--- config.mk ---
export PLATFORM = sky130hd
export DESIGN_NAME = eip_bank2
export DESIGN_NICKNAME = d
export VERILOG_FILES = /design/src/rtl/eip_pkg.sv /design/src/rtl/eip_bank2.sv
export SDC_FILE = /design/constraint.sdc
export NUM_CORES = 1
export LEC_CHECK = 0
export BUFFER_PORTS_ARGS = -buffer_cell sky130_fd_sc_hd__clkbuf_2
export CORE_UTILIZATION = 25
export DETAILED_ROUTE_END_ITERATION = 16
export GPL_ROUTABILITY_DRIVEN = 0
export RECOVER_POWER = 50
export SYNTH_ARGS = -nofsm -noshare
export SYNTH_HDL_FRONTEND = slang
export SYNTH_SLANG_ARGS = --single-unit
--- constraint.sdc ---
create_clock -name sys_clk_in -period 3.42 [get_ports sys_clk_in]
set_input_delay 0 -clock sys_clk_in [delete_from_list [all_inputs] [get_ports sys_clk_in]]
set_output_delay 0 -clock sys_clk_in [all_outputs]
set_load 0.01 [all_outputs]
--- src/rtl/eip_pkg.sv ---
// ****************************************************************
// Constants and carriers for the second mask and priority bank
// ****************************************************************
package eip_pkg;
    // Register access
    localparam int SFR_W = 8;
    localparam logic [7:0] MASK_ADDR = 8'hF3;
    localparam logic [7:0] PRIO_ADDR = 8'hED;
    localparam logic [7:0] PAGE_BASE = 8'h00;
    localparam logic [7:0] PAGE_EXT = 8'h10;
    localparam logic [7:0] REG_RST = 8'h00;
    localparam logic [7:0] RDATA_IDLE = 8'h00;
    // Field positions inside both registers
    localparam int POS_LU = 4;
    localparam int POS_T5 = 3;
    localparam int POS_T4 = 2;
    localparam int POS_I2C = 1;
    localparam int POS_UB = 0;
    localparam int NSRC = 5;
    localparam int LVL_W = 2;
    // One bit per source, laid out as in the registers
    typedef struct packed {
        logic logic_unit;
        logic timer5;
        logic timer4;
        logic i2c_slave;
        logic uart_b;
    } eip_src_s;
    // Raw request lines from the peripherals
    typedef struct packed {
        logic logic_unit;
        logic timer5_low_overflow_flag;
        logic timer5_high_overflow_flag;
        logic timer4_low_overflow_flag;
        logic timer4_high_overflow_flag;
        logic i2c_slave;
        logic uart_b;
    } eip_raw_s;
    // Core special function register access
    typedef struct packed {
        logic wr;
        logic rd;
        logic [7:0] page;
        logic [7:0] addr;
        logic [SFR_W-1:0] wdata;
    } eip_sfr_s;
    // Whole state of the bank
    typedef struct packed {
        logic [SFR_W-1:0] mask;
        logic [SFR_W-1:0] prio_lo;
        logic [SFR_W-1:0] rdata;
        logic rvalid;
        eip_src_s req;
        logic [NSRC*LVL_W-1:0] level;
    } eip_state_s;
endpackage : eip_pkg

--- src/rtl/eip_bank2.sv ---
`timescale 1ns/1ns
// ****************************************************************
// Interrupt mask and priority bank 2
// ****************************************************************
module eip_bank2
    import eip_pkg::*;
(
    // Clock and reset
    input wire logic sys_clk_in,
    input wire logic rstn_in,
    // Register access from the core
    input wire eip_sfr_s sfr_in,
    output logic [SFR_W-1:0] sfr_rdata_out,
    output logic sfr_rvalid_out,
    // Peripheral requests and companion high priority bits
    input wire eip_raw_s raw_in,
    input wire eip_src_s prio_high_in,
    // Gated requests and two-bit levels to the arbiter
    output eip_src_s irq_req_out,
    output logic [NSRC*LVL_W-1:0] irq_level_out
);
    // ****************************************************************
    // Reset release
    // ****************************************************************
    logic [1:0] rst_sync_r; // Two-stage release of the async reset
    logic rst_n; // Released copy used by all state

    // Assert at once, release after two clean edges
    always_ff @(posedge sys_clk_in or negedge rstn_in)
    begin
        if (!rstn_in)
        begin
            rst_sync_r <= 2'h0;
        end
        else
        begin
            rst_sync_r <= {rst_sync_r[0], 1'h1};
        end
    end
    assign rst_n = rst_sync_r[1];

    // ****************************************************************
    // Elaboration checks
    // ****************************************************************
    // The level loop indexes sources by bit, so the positions must run
    // down from the top source to bit 0 inside one register
    if ((NSRC > SFR_W) || (LVL_W != 2) || (POS_LU != NSRC - 1) || (POS_UB != 0))
    begin : g_bad_layout
        $error("eip_bank2 source layout does not fit the register");
    end

    // ****************************************************************
    // Address decode
    // ****************************************************************
    logic mask_hit; // Mask register selected
    logic prio_hit; // Low priority register selected
    logic [NSRC-1:0] req_raw; // Requests merged per source
    logic [NSRC-1:0] ph_bits; // High priority bits as a vector

    // Mask answers on either page, priority only on the extended page
    assign mask_hit = (sfr_in.addr == MASK_ADDR) &&
        ((sfr_in.page == PAGE_BASE) || (sfr_in.page == PAGE_EXT));
    assign prio_hit = (sfr_in.addr == PRIO_ADDR) && (sfr_in.page == PAGE_EXT);

    // Timer sources raise on either overflow flag
    assign req_raw[POS_LU] = raw_in.logic_unit;
    assign req_raw[POS_T5] = raw_in.timer5_low_overflow_flag
        | raw_in.timer5_high_overflow_flag;
    assign req_raw[POS_T4] = raw_in.timer4_low_overflow_flag
        | raw_in.timer4_high_overflow_flag;
    assign req_raw[POS_I2C] = raw_in.i2c_slave;
    assign req_raw[POS_UB] = raw_in.uart_b;
    assign ph_bits = prio_high_in;

    // ****************************************************************
    // State update
    // ****************************************************************
    eip_state_s st_r; // All registered state
    eip_state_s st_nxt; // Next value of the state

    // Register writes, read answer, gating and level build
    always_comb
    begin
        st_nxt = st_r;
        st_nxt.rvalid = sfr_in.rd;
        st_nxt.rdata = RDATA_IDLE;
        // Upper bits are stored as written and read back; no gating or level uses them
        if (sfr_in.wr && mask_hit)
        begin
            st_nxt.mask = sfr_in.wdata;
        end
        if (sfr_in.wr && prio_hit)
        begin
            st_nxt.prio_lo = sfr_in.wdata;
        end
        // Unmapped reads answer zero so the core never sees stale data
        if (sfr_in.rd && mask_hit)
        begin
            st_nxt.rdata = st_r.mask;
        end
        else if (sfr_in.rd && prio_hit)
        begin
            st_nxt.rdata = st_r.prio_lo;
        end
        else
        begin
            st_nxt.rdata = RDATA_IDLE;
        end
        // Gate each source by its mask bit
        st_nxt.req.logic_unit = req_raw[POS_LU] & st_r.mask[POS_LU];
        st_nxt.req.timer5 = req_raw[POS_T5] & st_r.mask[POS_T5];
        st_nxt.req.timer4 = req_raw[POS_T4] & st_r.mask[POS_T4];
        st_nxt.req.i2c_slave = req_raw[POS_I2C] & st_r.mask[POS_I2C];
        st_nxt.req.uart_b = req_raw[POS_UB] & st_r.mask[POS_UB];
        // Level is high bit from the companion register over our low bit
        for (int i = 0; i < NSRC; i++)
        begin
            st_nxt.level[i*LVL_W +: LVL_W] = {ph_bits[i], st_r.prio_lo[i]};
        end
    end

    // Single state register
    always_ff @(posedge sys_clk_in or negedge rst_n)
    begin
        if (!rst_n)
        begin
            st_r <= '0;
            st_r.mask <= REG_RST;
            st_r.prio_lo <= REG_RST;
        end
        else
        begin
            st_r <= st_nxt;
        end
    end

    // ****************************************************************
    // Outputs
    // ****************************************************************
    assign sfr_rdata_out = st_r.rdata;
    assign sfr_rvalid_out = st_r.rvalid;
    assign irq_req_out = st_r.req;
    assign irq_level_out = st_r.level;
endmodule : eip_bank2

==> metrics <==
run status=finished, violations left; failing checks=max-capacitance violations, max-slew violations; number of max-capacitance violations reported=1; FF+latch area=1050 um^2; minimum setup slack in the final design=1.83 ns; CP cell instances=clkbuf_2, nor4_2, nand3_1, or4_1, mux2_4; largest driver fanout on the critical path=8; capture endpoint of the worst hold path=sfr_rdata_out[1]$_DFF_PN0_; worst reg2reg path endpoint=st_r[33]$_DFFE_PN0P_; Final Hold Viols=0; count of placed standard cells in the final layout, fillers left out=257; fraction of layout instances using a drive strength above 1=35.0%; # fillers=609; overall die area=6910 um^2; Syn Nets=149; core region area=6350 um^2; number of setup violations in the final report=0; nets@finish=219; clock sink count=42; Num CTS Buffers=5; net load switching power=0.194 mW; biggest area contributors in the synthesized netlist=dfrtp_1 (64%), buf_4 (10%), mux2_4 (7.3%), mux2_2 (5.5%), a22o_1 (4.3%); TritonCTS clock tree=yes; number of post-CTS setup repair buffers=0; startpoint of the worst hold path=sfr_in[9]; H-tree level count=2; portion of the post-synthesis area used by sequential elements=63.8%; top achievable clock speed=627 MHz; DIE HEIGHT=83.2 um; R2R Setup Slk=1.84 ns; cell family with most CP delay=simple AND/OR/NAND/NOR gates; top-area cell type share of the netlist area=63.8%; slew of the pin with the lowest slew margin=1.57 ns; internal power of the cells=0.755 mW; final antenna-violating net count=0; setup repair after global routing missed its margin=false; drt initial violations=38; WP buf/inv=1; DRC violations left=0; maximum vdd drop=0.000211 V; iteration count of the initial detailed-routing pass=3; Clk network pwr share=40.7%; antenna cells=0; placed standard-cell area=1880 um^2; number of standard cells after synthesis=109; total wirelength of the detailed-routed design=3210 um; static power due to leakage=1.09 nW; number of top-level pins=64; initial antenna violation count=0; post-synthesis to final-layout area growth=33.3%; maximum number of pins on one net before global-route repair=41; Comb power frac=5.5%; largest incremental delay on the critical path=0.81 ns; buffer type at the clock tree root=clkbuf_8; count of unique library cells instantiated by Yosys=18; worst skew pair latency=0.29 ns; routed vias=1040; Rel. slew slack=-4.68%; deepest clock path buffer count=2; multi-input logic area=412 um^2; count of placed standard cells including taps=225; Layout Skew=0.00492 ns; classification of the worst setup path=input port to flop; Required @ worst endpoint=3.60 ns; Yosys Warn Count=0; cell count of the worst hold path=3; routed wirelength normalized by instance count=12.5 um; cell area after synthesis=1650 um^2; Avg Inst Size Synth=15.1 um^2; arrival time worst endpoint=1.77 ns; Die Wd=83.2 um; power density over the cells=432 nW/um^2; post-route cell area=2190 um^2; Setup TNS=0 ns; count of state elements after synthesis=42; post-placement worst setup slack=1.52 ns; worst hold margin=0.152 ns; GRT Resource Usage Total=10.5%; Setup crit end kind=flop; Worst-path clk slew=0.08 ns; Starting Density=25.9%; via-per-instance ratio=4.05; global-route congestion overflow total=0; startpoint class of the critical path=input port; Slew Limit Fails=41; Slowest cell on crit path=or4_1; Post-CTS Hold Fix Bufs=24; RR Startpoint=rst_sync_r[1]$_DFF_PN0_; # resized after CTS=0; number of global-route vias before repair=1221; logic depth of the worst register-to-register path=0; library cell with the largest summed area after synthesis=dfrtp_1; count of buffers from port buffering=63; placement row count=29; final clock period utilization by the worst path=46.6%; post-route minimum period=1.59 ns; fraction of power consumed by sequential logic=53.8%; Hold Path Class=input port to flop; global-route wire length before repair=5640 um; switching fraction of total power=20.5%
==> layer usage <==
metal  track usage [%]  routed length [um]  vias up
met4              3.29                  34        0
met5                 0                   0        -
li1                  -                   -      490
met2              17.9                1530       54
met1              12.3                1390      490
met3              3.78                 256        6
==> synthesized netlist by cell type <==
cell	instances
nand4_1	1
or4_1	1
buf_4	23
nand3_1	1
mux2_4	8
nor4_2	2
and2_1	3
nor4bb_1	2
mux2_2	8
nor2_1	2
buf_6	1
nand2_1	2
o21a_1	2
nand4b_1	1
dfrtp_1	42
a22o_1	8
conb_1	1
nor2b_1	1
==> sequential cells by signal, summed over array words and instances (netlist names) <==
signal          count
irq_req_out         5
rst_sync_r          2
irq_level_out      10
sfr_rvalid_out      1
st_r               11
st_nxt              5
sfr_rdata_out       8
==> worst max-delay path by stage <==
stage                                  to  cells past startpoint                     from
floorplan           st_nxt[0]$_DFFE_PN0P_                      5               sfr_in[18]
global placement    st_nxt[2]$_DFFE_PN0P_                      5               sfr_in[18]
detailed placement   st_r[29]$_DFFE_PN0P_                      5               sfr_in[18]
CTS                  st_r[29]$_DFFE_PN0P_                      5               sfr_in[18]
global route         st_r[36]$_DFFE_PN0P_                      0  rst_sync_r[1]$_DFF_PN0_
finish               st_r[29]$_DFFE_PN0P_                      5               sfr_in[18]
==> power by group through the flow <==
stage	Sequential (mW)	Clock (mW)	Combinational [mW]
2_1_floorplan	0.519	0	0.00951
3_3_place_gp	0.521	0	0.0337
3_5_place_dp	0.522	0	0.0339
4_1_cts	0.512	0.402	0.0537
5_1_grt	0.513	0.427	0.0577
6_report	0.511	0.386	0.0520
==> final cells by class <==
type / count / share of cell area [%]
Sequential cell: 42 / 47.9
Tap cell: 77 / 4.39
Timing Repair Buffer: 87 / 23.8
Clock buffer: 5 / 3.14
Multi-Input combinational cell: 43 / 18.8
Clock inverter: 3 / 2.00
==> logic make-up after synthesis <==
logic type	count (synthesis)	share of synthesized area [%]
DFF	42	63.8
buffers and inverters	24	11.2
muxes	16	12.8
and+or+nand+nor	16	6.84
AOI/OAI and AO/OA	10	5.17
other	1	0.228
==> placed cells by master, fill, tap and decap left out <==
| cell type | netlist | layout |
|---|---|---|
| clkinv_2 | 0 | 1 |
| o21a_1 | 2 | 2 |
| or4_1 | 1 | 1 |
| bufinv_16 | 0 | 1 |
| and2_0 | 0 | 2 |
| nand4_1 | 1 | 1 |
| clkbuf_2 | 0 | 37 |
| nand4b_1 | 1 | 1 |
| conb_1 | 1 | 1 |
| nor4bb_1 | 2 | 2 |
| nor2_1 | 2 | 2 |
| dfrtp_1 | 42 | 42 |
| nand2_1 | 2 | 2 |
| nand3_1 | 1 | 1 |
| inv_6 | 0 | 1 |
| clkbuf_1 | 0 | 26 |
| nor2b_1 | 1 | 1 |
| mux2_2 | 8 | 8 |
| mux2_4 | 8 | 8 |
| nor4_2 | 2 | 2 |
| a22o_1 | 8 | 8 |
| dlygate4sd3_1 | 0 | 24 |
| clkbuf_8 | 0 | 5 |
| and2_1 | 3 | 1 |
==> through the flow <==
step,power [mW],util (%)
4_1_cts,0.967,35.1
2_1_floorplan,0.528,-
3_5_place_dp,0.556,29.5
3_3_place_gp,0.555,29.5
5_1_grt,0.998,34.6
6_report,0.949,34.6
Note: power is estimated with default switching activity, not from simulation.
